<file path="config.mk">
export PLATFORM = sky130hd
export DESIGN_NAME = spcr_top
export DESIGN_NICKNAME = d
export VERILOG_FILES = /design/src/hdl/spcr_pkg.sv /design/src/hdl/spcr_top.sv /design/src/hdl/spcr_fifo.sv /design/src/hdl/spcr_clkdiv.sv
export SDC_FILE = /design/constraint.sdc
export NUM_CORES = 2
export LEC_CHECK = 0
export BUFFER_PORTS_ARGS = -buffer_cell sky130_fd_sc_hd__buf_2
export CAP_MARGIN = 20
export CORE_MARGIN = 8
export CORE_UTILIZATION = 40
export DETAILED_ROUTE_END_ITERATION = 10
export GPL_ROUTABILITY_DRIVEN = 0
export PLACE_DENSITY_LB_ADDON = 0.25
export SYNTH_ARGS = -nofsm -noshare
export SYNTH_HDL_FRONTEND = slang
export SYNTH_SLANG_ARGS = --single-unit
</file>
<file path="constraint.sdc">
create_clock -name clk_sys -period 5.15 [get_ports clk_sys]
set_clock_uncertainty 0.1 [all_clocks]
set_input_delay 0.2575 -clock clk_sys [delete_from_list [all_inputs] [get_ports clk_sys]]
set_output_delay 0.2575 -clock clk_sys [all_outputs]
set_load 0.005 [all_outputs]
</file>
<file path="src/hdl/spcr_pkg.sv">
// Shared constants, register map and field layouts of the serial port control block.
package spcr_pkg;

  localparam int DATA_W = 32;
  localparam int ADDR_W = 8;
  localparam int FIFO_DEPTH = 16;
  localparam int LVL_W = 5;

  localparam logic [ADDR_W-1:0] OFS_FRAME_CONTROL = 8'h00;
  localparam logic [ADDR_W-1:0] OFS_FRAME_COUNT_CONTROL = 8'h04;
  localparam logic [ADDR_W-1:0] OFS_PORT_ENABLE = 8'h08;
  localparam logic [ADDR_W-1:0] OFS_THREE_WIRE_CONTROL = 8'h0c;
  localparam logic [ADDR_W-1:0] OFS_TARGET_SELECT = 8'h10;
  localparam logic [ADDR_W-1:0] OFS_CLOCK_DIVIDER = 8'h14;
  localparam logic [ADDR_W-1:0] OFS_TX_THRESHOLD = 8'h18;
  localparam logic [ADDR_W-1:0] OFS_RX_THRESHOLD = 8'h1c;
  localparam logic [ADDR_W-1:0] OFS_TX_FILL_LEVEL = 8'h20;
  localparam logic [ADDR_W-1:0] OFS_RX_FILL_LEVEL = 8'h24;
  localparam logic [ADDR_W-1:0] OFS_DATA_FIRST = 8'h60;
  localparam logic [ADDR_W-1:0] OFS_DATA_LAST = 8'hec;

  localparam logic [31:0] RST_WORD = 32'h0000_0000;
  localparam logic [31:0] FRAME_CONTROL_MASK = 32'h017f_ffff;
  localparam logic [31:0] FRAME_COUNT_MASK = 32'h0000_ffff;
  localparam logic [31:0] PORT_ENABLE_MASK = 32'h0000_0001;
  localparam logic [31:0] THREE_WIRE_MASK = 32'h0000_0007;
  localparam logic [31:0] TARGET_SELECT_MASK = 32'h0000_0001;
  localparam logic [31:0] CLOCK_DIVIDER_MASK = 32'h0000_ffff;
  localparam logic [31:0] THRESHOLD_MASK = 32'h0000_00ff;

  typedef enum logic [1:0] {
    LANE_SINGLE = 2'h0,
    LANE_DUAL = 2'h1,
    LANE_QUAD = 2'h2
  } spcr_lane_e;

  typedef enum logic [1:0] {
    DIR_TX_RX = 2'h0,
    DIR_TX_ONLY = 2'h1,
    DIR_RX_ONLY = 2'h2,
    DIR_CTL_THEN_RX = 2'h3
  } spcr_dir_e;

  typedef struct packed {
    logic [6:0] reserved_hi;
    logic select_toggle_en;
    logic reserved_23;
    logic [1:0] lane_format;
    logic [4:0] wide_frame_size;
    logic [3:0] control_word_size;
    logic loopback_test;
    logic target_output_en;
    logic [1:0] direction_mode;
    logic clock_polarity;
    logic clock_phase;
    logic [1:0] protocol_format;
    logic [3:0] frame_size;
  } spcr_frame_ctl_s;

  typedef struct packed {
    logic [3:0] data;
    logic [3:0] oe_n;
  } spcr_lanes_s;

endpackage : spcr_pkg

</file>
<file path="src/hdl/spcr_top.sv">
// Serial master port: bus registers, FIFOs and the serial frame engine.
//
// Notes on behaviour
// - Lane format 0 moves one bit per clock full duplex, 1 two bits, 2 four bits half duplex.
// - A data frame lasts the wide frame size field plus one serial clocks.
// - A control frame lasts the control word size field plus one serial clocks.
// - Direction 0 transmits and receives in the same frames with lane format 0; with dual or quad lanes it only receives.
// - Direction 3 sends the control word first and then receives data frames.
// - The frame count is a 16-bit writable field that resets to zero.
// - Bit 0 of the target select register selects the one target when set.
// - Writing the data window pushes transmit data, reading it pops receive data.
`timescale 1ns/1ps
module spcr_top
  import spcr_pkg::*;
#(
  parameter int DEPTH = spcr_pkg::FIFO_DEPTH
) (
  // System clock and reset.
  input wire logic clk_sys,
  input wire logic rst_n,
  // Register bus.
  input wire logic psel,
  input wire logic penable,
  input wire logic pwrite,
  input wire logic [spcr_pkg::ADDR_W-1:0] paddr,
  input wire logic [spcr_pkg::DATA_W-1:0] pwdata,
  output logic [spcr_pkg::DATA_W-1:0] prdata,
  output logic pready,
  output logic pslverr,
  // Serial link.
  output logic sclk,
  output logic ss_n,
  output spcr_pkg::spcr_lanes_s lanes_out,
  input wire logic [3:0] lanes_in,
  // Levels and thresholds for the neighbouring status logic.
  output logic [7:0] tx_level_value,
  output logic [7:0] rx_level_value,
  output logic [7:0] tx_threshold_value,
  output logic [7:0] rx_threshold_value
);
  import spcr_pkg::*;

  typedef enum logic [2:0] {
    ST_IDLE = 3'h0,
    ST_LEAD = 3'h1,
    ST_TRAIL = 3'h2,
    ST_GAP = 3'h3
  } spcr_state_e;

  spcr_frame_ctl_s frame_control;
  logic [15:0] frame_count;
  logic port_enable;
  logic [2:0] three_wire_control;
  logic target_select;
  logic [15:0] clock_divisor;
  logic [7:0] tx_threshold;
  logic [7:0] rx_threshold;

  spcr_state_e state;
  logic ctl_phase;
  logic rx_phase;
  logic [16:0] frames_left;
  logic [5:0] clocks_left;
  logic [DATA_W-1:0] sh_tx;
  logic [DATA_W-1:0] sh_rx;
  logic [3:0] in_meta;
  logic [3:0] in_sync;
  logic [3:0] in_bits;
  logic half_tick;

  logic access;
  logic is_data;
  logic tx_push;
  logic tx_ready;
  logic tx_valid;
  logic tx_pop;
  logic [DATA_W-1:0] tx_word;
  logic rx_push;
  logic rx_valid;
  logic rx_pop;
  logic [DATA_W-1:0] rx_word;
  logic [LVL_W-1:0] tx_level;
  logic [LVL_W-1:0] rx_level;
  logic start;
  logic last_clock;
  logic more_tx;
  logic [5:0] data_clocks;
  logic [5:0] ctl_clocks;
  logic [DATA_W-1:0] rd_value;
  logic [1:0] lane_shift;
  logic [7:0] data_bits;
  logic [7:0] ctl_bits;
  logic [DATA_W-1:0] data_load;
  logic [DATA_W-1:0] ctl_load;

  assign access = psel && penable && !pready;
  assign is_data = (paddr >= OFS_DATA_FIRST) && (paddr <= OFS_DATA_LAST) &&
                   (paddr[1:0] == 2'b00);
  assign tx_push = access && pwrite && is_data;
  assign rx_pop = access && !pwrite && is_data && rx_valid;

  assign data_clocks = 6'(frame_control.wide_frame_size) + 6'h01;
  assign ctl_clocks = 6'(frame_control.control_word_size) + 6'h01;
  // Wide lanes carry two or four bits per clock.
  assign lane_shift = (frame_control.lane_format == 2'h3) ? 2'h0 :
                      frame_control.lane_format;
  assign data_bits = 8'(data_clocks) << lane_shift;
  assign ctl_bits = 8'(ctl_clocks) << lane_shift;
  // Frames longer than a word send the word first, then zeros.
  assign data_load = (data_bits > 8'h20) ? tx_word :
                     tx_word << (8'h20 - data_bits);
  assign ctl_load = (ctl_bits > 8'h20) ? tx_word :
                    tx_word << (8'h20 - ctl_bits);

  assign start = port_enable && state == ST_IDLE && tx_valid;
  assign last_clock = state == ST_TRAIL && half_tick && clocks_left == 6'h01;
  // Both directions continue while transmit data is queued.
  assign more_tx = !ctl_phase && !frame_control.direction_mode[1] && tx_valid;
  assign tx_pop = start || (last_clock && more_tx);
  // Receive side only captures in receiving frames.
  assign rx_push = last_clock && rx_phase;

  spcr_fifo #(.W(DATA_W), .DEPTH(DEPTH), .LVL_W(LVL_W)) u_tx_fifo (
    .clk_sys(clk_sys),
    .rst_n(rst_n),
    .flush(!port_enable),
    .wr_valid(tx_push),
    .wr_data(pwdata),
    .wr_ready(tx_ready),
    .rd_valid(tx_valid),
    .rd_ready(tx_pop),
    .rd_data(tx_word),
    .level(tx_level)
  );

  spcr_fifo #(.W(DATA_W), .DEPTH(DEPTH), .LVL_W(LVL_W)) u_rx_fifo (
    .clk_sys(clk_sys),
    .rst_n(rst_n),
    .flush(!port_enable),
    .wr_valid(rx_push),
    .wr_data(sh_rx),
    .wr_ready(),
    .rd_valid(rx_valid),
    .rd_ready(rx_pop),
    .rd_data(rx_word),
    .level(rx_level)
  );

  spcr_clkdiv u_clkdiv (
    .clk_sys(clk_sys),
    .rst_n(rst_n),
    .run(port_enable && state != ST_IDLE),
    .divisor(clock_divisor),
    .half_tick(half_tick)
  );

  // Register writes; the fill levels have no write path.
  always_ff @(posedge clk_sys) begin
    if (!rst_n) begin
      frame_control <= spcr_frame_ctl_s'(RST_WORD);
      frame_count <= RST_WORD[15:0];
      port_enable <= RST_WORD[0];
      three_wire_control <= RST_WORD[2:0];
      target_select <= RST_WORD[0];
      clock_divisor <= RST_WORD[15:0];
      tx_threshold <= RST_WORD[7:0];
      rx_threshold <= RST_WORD[7:0];
    end else if (access && pwrite) begin
      case (paddr)
        OFS_FRAME_CONTROL: begin
          frame_control <= spcr_frame_ctl_s'(pwdata & FRAME_CONTROL_MASK);
        end
        OFS_FRAME_COUNT_CONTROL: begin
          frame_count <= pwdata[15:0];
        end
        OFS_PORT_ENABLE: begin
          port_enable <= pwdata[0];
        end
        OFS_THREE_WIRE_CONTROL: begin
          three_wire_control <= pwdata[2:0];
        end
        OFS_TARGET_SELECT: begin
          target_select <= pwdata[0];
        end
        OFS_CLOCK_DIVIDER: begin
          clock_divisor <= pwdata[15:0];
        end
        OFS_TX_THRESHOLD: begin
          tx_threshold <= pwdata[7:0];
        end
        OFS_RX_THRESHOLD: begin
          rx_threshold <= pwdata[7:0];
        end
        default: begin
        end
      endcase
    end
  end

  // Read multiplexer.
  always_comb begin
    rd_value = RST_WORD;
    case (paddr)
      OFS_FRAME_CONTROL: rd_value = 32'(frame_control) & FRAME_CONTROL_MASK;
      OFS_FRAME_COUNT_CONTROL: rd_value = {16'h0000, frame_count};
      OFS_PORT_ENABLE: rd_value = {31'h0000_0000, port_enable};
      OFS_THREE_WIRE_CONTROL: rd_value = {29'h0000_0000, three_wire_control};
      OFS_TARGET_SELECT: rd_value = {31'h0000_0000, target_select};
      OFS_CLOCK_DIVIDER: rd_value = {16'h0000, clock_divisor};
      OFS_TX_THRESHOLD: rd_value = {24'h00_0000, tx_threshold};
      OFS_RX_THRESHOLD: rd_value = {24'h00_0000, rx_threshold};
      OFS_TX_FILL_LEVEL: rd_value = 32'(tx_level);
      OFS_RX_FILL_LEVEL: rd_value = 32'(rx_level);
      default: begin
        if (is_data && rx_valid) begin
          rd_value = rx_word;
        end
      end
    endcase
  end

  // Bus answer: one wait state, then ready for one cycle.
  always_ff @(posedge clk_sys) begin
    if (!rst_n) begin
      pready <= 1'b0;
      pslverr <= 1'b0;
      prdata <= RST_WORD;
    end else begin
      pready <= access;
      pslverr <= 1'b0;
      if (access && !pwrite) begin
        prdata <= rd_value;
      end
    end
  end

  // Two-stage synchroniser on the incoming lanes.
  always_ff @(posedge clk_sys) begin
    if (!rst_n) begin
      in_meta <= 4'h0;
      in_sync <= 4'h0;
    end else begin
      in_meta <= lanes_in;
      in_sync <= in_meta;
    end
  end

  assign in_bits = frame_control.loopback_test ? lanes_out.data : in_sync;

  // Frame sequencer.
  always_ff @(posedge clk_sys) begin
    if (!rst_n || !port_enable) begin
      state <= ST_IDLE;
      ctl_phase <= 1'b0;
      rx_phase <= 1'b0;
      frames_left <= 17'h0_0000;
      clocks_left <= 6'h00;
      sh_tx <= RST_WORD;
      sh_rx <= RST_WORD;
    end else begin
      case (state)
        ST_IDLE: begin
          if (start) begin
            state <= ST_LEAD;
            sh_rx <= RST_WORD;
            sh_tx <= data_load;
            frames_left <= 17'(frame_count);
            case (frame_control.direction_mode)
              DIR_CTL_THEN_RX: begin
                ctl_phase <= 1'b1;
                rx_phase <= 1'b0;
                clocks_left <= ctl_clocks;
                sh_tx <= ctl_load;
              end
              // Received frames triggered by a queued word.
              DIR_RX_ONLY: begin
                ctl_phase <= 1'b0;
                rx_phase <= 1'b1;
                clocks_left <= data_clocks;
              end
              DIR_TX_ONLY: begin
                ctl_phase <= 1'b0;
                rx_phase <= 1'b0;
                clocks_left <= data_clocks;
              end
              default: begin
                ctl_phase <= 1'b0;
                rx_phase <= 1'b1;
                clocks_left <= data_clocks;
              end
            endcase
          end
        end
        ST_LEAD: begin
          if (half_tick) begin
            state <= ST_TRAIL;
            // Capture one, two or four bits per clock.
            case (frame_control.lane_format)
              LANE_DUAL: sh_rx <= {sh_rx[DATA_W-3:0], in_bits[1:0]};
              LANE_QUAD: sh_rx <= {sh_rx[DATA_W-5:0], in_bits};
              default: sh_rx <= {sh_rx[DATA_W-2:0], in_bits[1]};
            endcase
          end
        end
        ST_TRAIL: begin
          if (half_tick) begin
            clocks_left <= 6'(clocks_left - 6'h01);
            state <= ST_LEAD;
            // Shift out one, two or four bits per clock.
            case (frame_control.lane_format)
              LANE_DUAL: sh_tx <= {sh_tx[DATA_W-3:0], 2'b00};
              LANE_QUAD: sh_tx <= {sh_tx[DATA_W-5:0], 4'h0};
              default: sh_tx <= {sh_tx[DATA_W-2:0], 1'b0};
            endcase
            if (clocks_left == 6'h01) begin
              state <= ST_GAP;
              clocks_left <= data_clocks;
              sh_rx <= RST_WORD;
              if (ctl_phase) begin
                // Receiving starts after the control word.
                ctl_phase <= 1'b0;
                rx_phase <= 1'b1;
              end else if (frame_control.direction_mode == DIR_RX_ONLY ||
                           frame_control.direction_mode == DIR_CTL_THEN_RX) begin
                // Frame count plus one frames are received.
                if (frames_left == 17'h0_0000) begin
                  state <= ST_IDLE;
                end
                frames_left <= 17'(frames_left - 17'h0_0001);
              end else if (more_tx) begin
                sh_tx <= data_load;
              end else begin
                state <= ST_IDLE;
              end
            end
          end
        end
        ST_GAP: begin
          if (half_tick) begin
            state <= ST_LEAD;
          end
        end
        default: begin
          state <= ST_IDLE;
        end
      endcase
    end
  end

  // Serial clock, select and lane drivers.
  always_ff @(posedge clk_sys) begin
    if (!rst_n) begin
      sclk <= 1'b0;
      ss_n <= 1'b1;
      lanes_out <= '{data: 4'h0, oe_n: 4'hf};
    end else begin
      // Clock toggles on each half-period pulse except the one that ends the gap.
      sclk <= (state == ST_TRAIL) ? !frame_control.clock_polarity
                                  : frame_control.clock_polarity;
      ss_n <= !(target_select && state != ST_IDLE &&
                !(state == ST_GAP && frame_control.select_toggle_en));
      lanes_out.data <= 4'h0;
      lanes_out.oe_n <= 4'hf;
      if (state != ST_IDLE) begin
        // Single lane always drives lane 0; wide lanes drive on send.
        case (frame_control.lane_format)
          LANE_DUAL: begin
            lanes_out.data <= {2'b00, sh_tx[DATA_W-1:DATA_W-2]};
            lanes_out.oe_n <= rx_phase ? 4'hf : 4'hc;
          end
          LANE_QUAD: begin
            lanes_out.data <= sh_tx[DATA_W-1:DATA_W-4];
            lanes_out.oe_n <= rx_phase ? 4'hf : 4'h0;
          end
          default: begin
            lanes_out.data <= {3'b000, sh_tx[DATA_W-1]};
            lanes_out.oe_n <= 4'he;
          end
        endcase
      end
    end
  end

  // Levels and thresholds for neighbouring logic.
  always_ff @(posedge clk_sys) begin
    if (!rst_n) begin
      tx_level_value <= 8'h00;
      rx_level_value <= 8'h00;
      tx_threshold_value <= 8'h00;
      rx_threshold_value <= 8'h00;
    end else begin
      // Levels follow every push and pop.
      tx_level_value <= 8'(tx_level);
      rx_level_value <= 8'(rx_level);
      tx_threshold_value <= tx_threshold;
      rx_threshold_value <= rx_threshold;
    end
  end
endmodule : spcr_top

</file>
<file path="src/hdl/spcr_fifo.sv">
// Synchronous FIFO with fill level and flush, used for transmit and receive.
`timescale 1ns/1ps
module spcr_fifo #(
  parameter int W = 32,
  parameter int DEPTH = 16,
  parameter int LVL_W = 5
) (
  // Clock and reset.
  input wire logic clk_sys,
  input wire logic rst_n,
  input wire logic flush,
  // Filling side.
  input wire logic wr_valid,
  input wire logic [W-1:0] wr_data,
  output logic wr_ready,
  // Draining side.
  output logic rd_valid,
  input wire logic rd_ready,
  output logic [W-1:0] rd_data,
  // Status.
  output logic [LVL_W-1:0] level
);
  localparam int PW = $clog2(DEPTH);
  localparam logic [LVL_W-1:0] FULL_LVL = LVL_W'(DEPTH);

  logic [W-1:0] mem [DEPTH];
  logic [PW-1:0] wr_ptr;
  logic [PW-1:0] rd_ptr;
  logic push;
  logic pop;

  assign wr_ready = (level != FULL_LVL);
  assign rd_valid = (level != '0);
  assign rd_data = mem[rd_ptr];
  assign push = wr_valid && wr_ready;
  assign pop = rd_ready && rd_valid;

  always_ff @(posedge clk_sys) begin
    if (push) begin
      mem[wr_ptr] <= wr_data;
    end
  end

  always_ff @(posedge clk_sys) begin
    if (!rst_n || flush) begin
      wr_ptr <= '0;
      rd_ptr <= '0;
      level <= '0;
    end else begin
      if (push) begin
        wr_ptr <= PW'(wr_ptr + 1'b1);
      end
      if (pop) begin
        rd_ptr <= PW'(rd_ptr + 1'b1);
      end
      if (push && !pop) begin
        level <= LVL_W'(level + 1'b1);
      end else if (pop && !push) begin
        level <= LVL_W'(level - 1'b1);
      end
    end
  end
endmodule : spcr_fifo

</file>
<file path="src/hdl/spcr_clkdiv.sv">
// Serial clock divider giving one enable pulse per half serial clock period.
`timescale 1ns/1ps
module spcr_clkdiv (
  // Clock and reset.
  input wire logic clk_sys,
  input wire logic rst_n,
  // Control.
  input wire logic run,
  input wire logic [15:0] divisor,
  // Half-period enable pulse.
  output logic half_tick
);
  logic [14:0] cnt;
  logic [14:0] half;

  assign half = divisor[15:1];

  always_ff @(posedge clk_sys) begin
    if (!rst_n || !run || half == 15'h0000) begin
      cnt <= 15'h0000;
      half_tick <= 1'b0;
    end else if (cnt == 15'(half - 15'h0001)) begin
      cnt <= 15'h0000;
      half_tick <= 1'b1;
    end else begin
      cnt <= 15'(cnt + 15'h0001);
      half_tick <= 1'b0;
    end
  end
endmodule : spcr_clkdiv

</file>
==> metrics.yaml <==
status: "completed"
p_leak_nw: 19.6
clk_pin_slew_ns: 0.06
rsz0062_at_grt: "false"
io_buffers: 117
ys_seq_area_share_pct: 61.6
viasPerCell: 6.11
reg2reg_slack_ns: 0.62
io_pins: 125
overflow: 0
r2r_end: "sh_tx[27]"
syn_area_sq_um: 59500
synth_edf_count: 1024
critPathLaunchType: "register"
hold_depth: 5
netlist_top_cells_count: "1,024 x edfxtp_1, 408 x nand2_1, 294 x dfxtp_1"
ys_seq_elements: 1318
cap_viol_max_count: 0
start_util_pct: 40.3
ir_worst_vdd_v: 0.000253
drtAntennaViolNets: 0
via_count: 40100
die_area_sq_um: 161000
hold_slack_ns: 0.106
wl_met1_um: 75500
synthTopCellsByArea: "edfxtp_1 52%, dfxtp_1 9.9%, mux4_2 9.8%, mux2i_1 2.6%, nand2_1 2.6%"
nFillCells: 13000
placed_area_sq_um: 62400
cts_buffer_depth: 3
worst_ep_arrival_time_ns: 5.14
dieHeight_um: 402
grt_max_degree: 87
clock-sinks: 1318
dp_hpwl_um: 117000
synthArstFlopShare_pct: 0
worstHoldEndpoint: "prdata[0]"
hold_class: "primary input to register"
clock.fmax_mhz: 221
fin_nets: 4606
regToRegStartpoint: "frame_control[22]"
required_ns: 5.76
cts_setup_buffers: 0
final_max_slew_viol_count: 0
layout-drive-gt1-share_pct: 20.1
clock-root-buffer: "clkbuf_16"
timing.critical_path.from: "frame_control[22]"
worstSkewPairLatency_ns: 0.78
relSlewSlack_pct: 22.3
grt_pass1_vias: 38700
synth_top_cell_area_share_pct: 51.7
worst_pin_slew_ns: 1.15
multi_input_area_sq_um: 21500
wirelength_um: 181000
ctsResizeCount: 0
top_layer_used: "met4"
cts_tree: "built"
regArea_sq_um: 36700
wl_met3_um: 14900
tns_ns: 0
dr_wl_met2_um: 82800
synthCells: 4375
synth_largest_area_cell: "edfxtp_1"
min_from: "paddr[5]"
synth_ff_type: "edfxtp_1"
p_total_mw: 21.6
antenna_found_initial: 2
fin_ws_ns: 0.621
dr.pass1.iters: 10
dieWidth_um: 402
setup_viol: 0
fin_crit_ns: 4.53
yosysUniqueCellTypes: 99
rows: 141
drc: 0
min_period_over_period_pct: 87.9
cp_max_fo: 30
drtIter0Drc: 5360
coreArea_sq_um: 148000
cts_made_buffers: 142
hold_buffers: 49
grt_pass1_wl_um: 264000
post_synth.cell_area_avg_sq_um: 13.6
worstSetupPathType: "register to register"
grt_use_total_pct: 21.6
crit_path_end_kind: "register"
ys_warn_count: 0
dp_slack_ns: 0.861
p_per_area_nw_per_um2: 320
avgRoutedWirePerCell_um: 27.5
finalHoldViolCount: 0
fin_area_sq_um: 67500
h-tree-depth: 4
yosysMostFrequentCell: "edfxtp_1"
reg2regPathDepth: 11
area_growth_syn_to_layout_pct: 13.5
==> kinds of logic (layout without fill, tap and decap cells) <==
kind of cell / Yosys count / after routing / share of synthesized area (%)
AO/OA/AOI/OAI: 982 / 982 / 10.6
XOR/XNOR: 68 / 68 / 1.01
adder cells (fa/ha/maj): 38 / 38 / 0.825
buffers and inverters: 338 / 594 / 2.71
flip-flops: 1318 / 1318 / 61.6
multiplexers: 538 / 538 / 14.8
other: 1 / 10 / 0.00631
AND/OR/NAND/NOR: 1092 / 1092 / 8.49
==> report_power, final <==
part | switching (mW) | internal [mW]
Combinational | 0.175 | 0.0676
Sequential | 0.00936 | 11.4
Clock | 4.33 | 5.63
==> registers in the layout, indices dropped and copies added, names as in the netlist, 5 cells and up, named ones only <==
name                count
clocks_left             6
sh_tx                  32
lanes_out               7
frames_left            17
u_tx_fifo.level         5
u_rx_fifo.level         5
rx_threshold_value      8
u_clkdiv.cnt           15
clock_divisor          16
tx_threshold_value      8
u_tx_fifo.mem         512
u_rx_fifo.mem         512
rx_level_value          5
tx_level_value          5
rx_threshold            8
sh_rx                  32
frame_count            16
tx_threshold            8
frame_control          24
prdata                 32
==> worst max-delay path by stage <==
stage / endpoint / slack [ns] / cells past startpoint
after floorplan: u_rx_fifo.mem[3][0] / 0.50 / 6
after global placement: sh_tx[6] / 0.89 / 11
after detailed placement: sh_tx[6] / 0.86 / 11
after CTS: sh_tx[6] / 0.85 / 9
after global routing: sh_tx[27] / 0.44 / 11
final: sh_tx[27] / 0.62 / 11
==> placed cells by master (no fill, tap or decap), drive strengths merged, types with 21 or more instances in the layout <==
master	count
edfxtp	1024
nand2	409
dfxtp	294
nor2	265
mux4	258
a21oi	257
buf	245
o21ai	227
clkbuf	197
mux2i	153
mux2	127
a22oi	125
nand3	97
o22ai	81
and2	63
nor3	63
clkinv	53
dlygate4sd3	49
a31oi	45
inv	42
a211oi	37
ha	36
xnor2	35
xor2	33
nand2b	31
a221oi	28
nor4	25
or2	24
and3	21
==> final cells by class <==
type / instances / share of cell area, %
multi-input combinational: 2725 / 31.9
clock buffer: 197 / 5.78
tap: 1930 / 3.58
clock inverter: 65 / 0.973
sequential: 1318 / 54.3
timing repair buffer: 294 / 3.19
inverter: 38 / 0.213
antenna: 3 / 0.0111
==> per-layer routing <==
| metal | track usage [%] | vias to the layer above |
|---|---|---|
| li1 | - | 17400 |
| met1 | 30.1 | 20400 |
| met2 | 33.9 | 1900 |
| met3 | 3.87 | 449 |
| met4 | 8.14 | 0 |
| met5 | 0 | - |
==> critical path, stage by stage (launching register included) <==
cell       delay, ns
dfxtp_1         0.36
inv_1           0.11
ha_4            0.34
buf_4           0.40
inv_1           0.21
a2111oi_0       0.67
nor2_1          0.22
nor3_1          0.56
nor2_1          0.14
nor2_1          0.65
o311ai_0        0.46
a31oi_1         0.28
==> stage by stage <==
stage / instances / utilization (%)
after CTS: 6567 / 45.7
after global routing: 6567 / 45.7
after floorplan: 4381 / -
after global placement: 6254 / 42.3
final: 6570 / 45.7
after detailed placement: 6256 / 42.3
No activity file was read; power rests on OpenSTA's default activity.
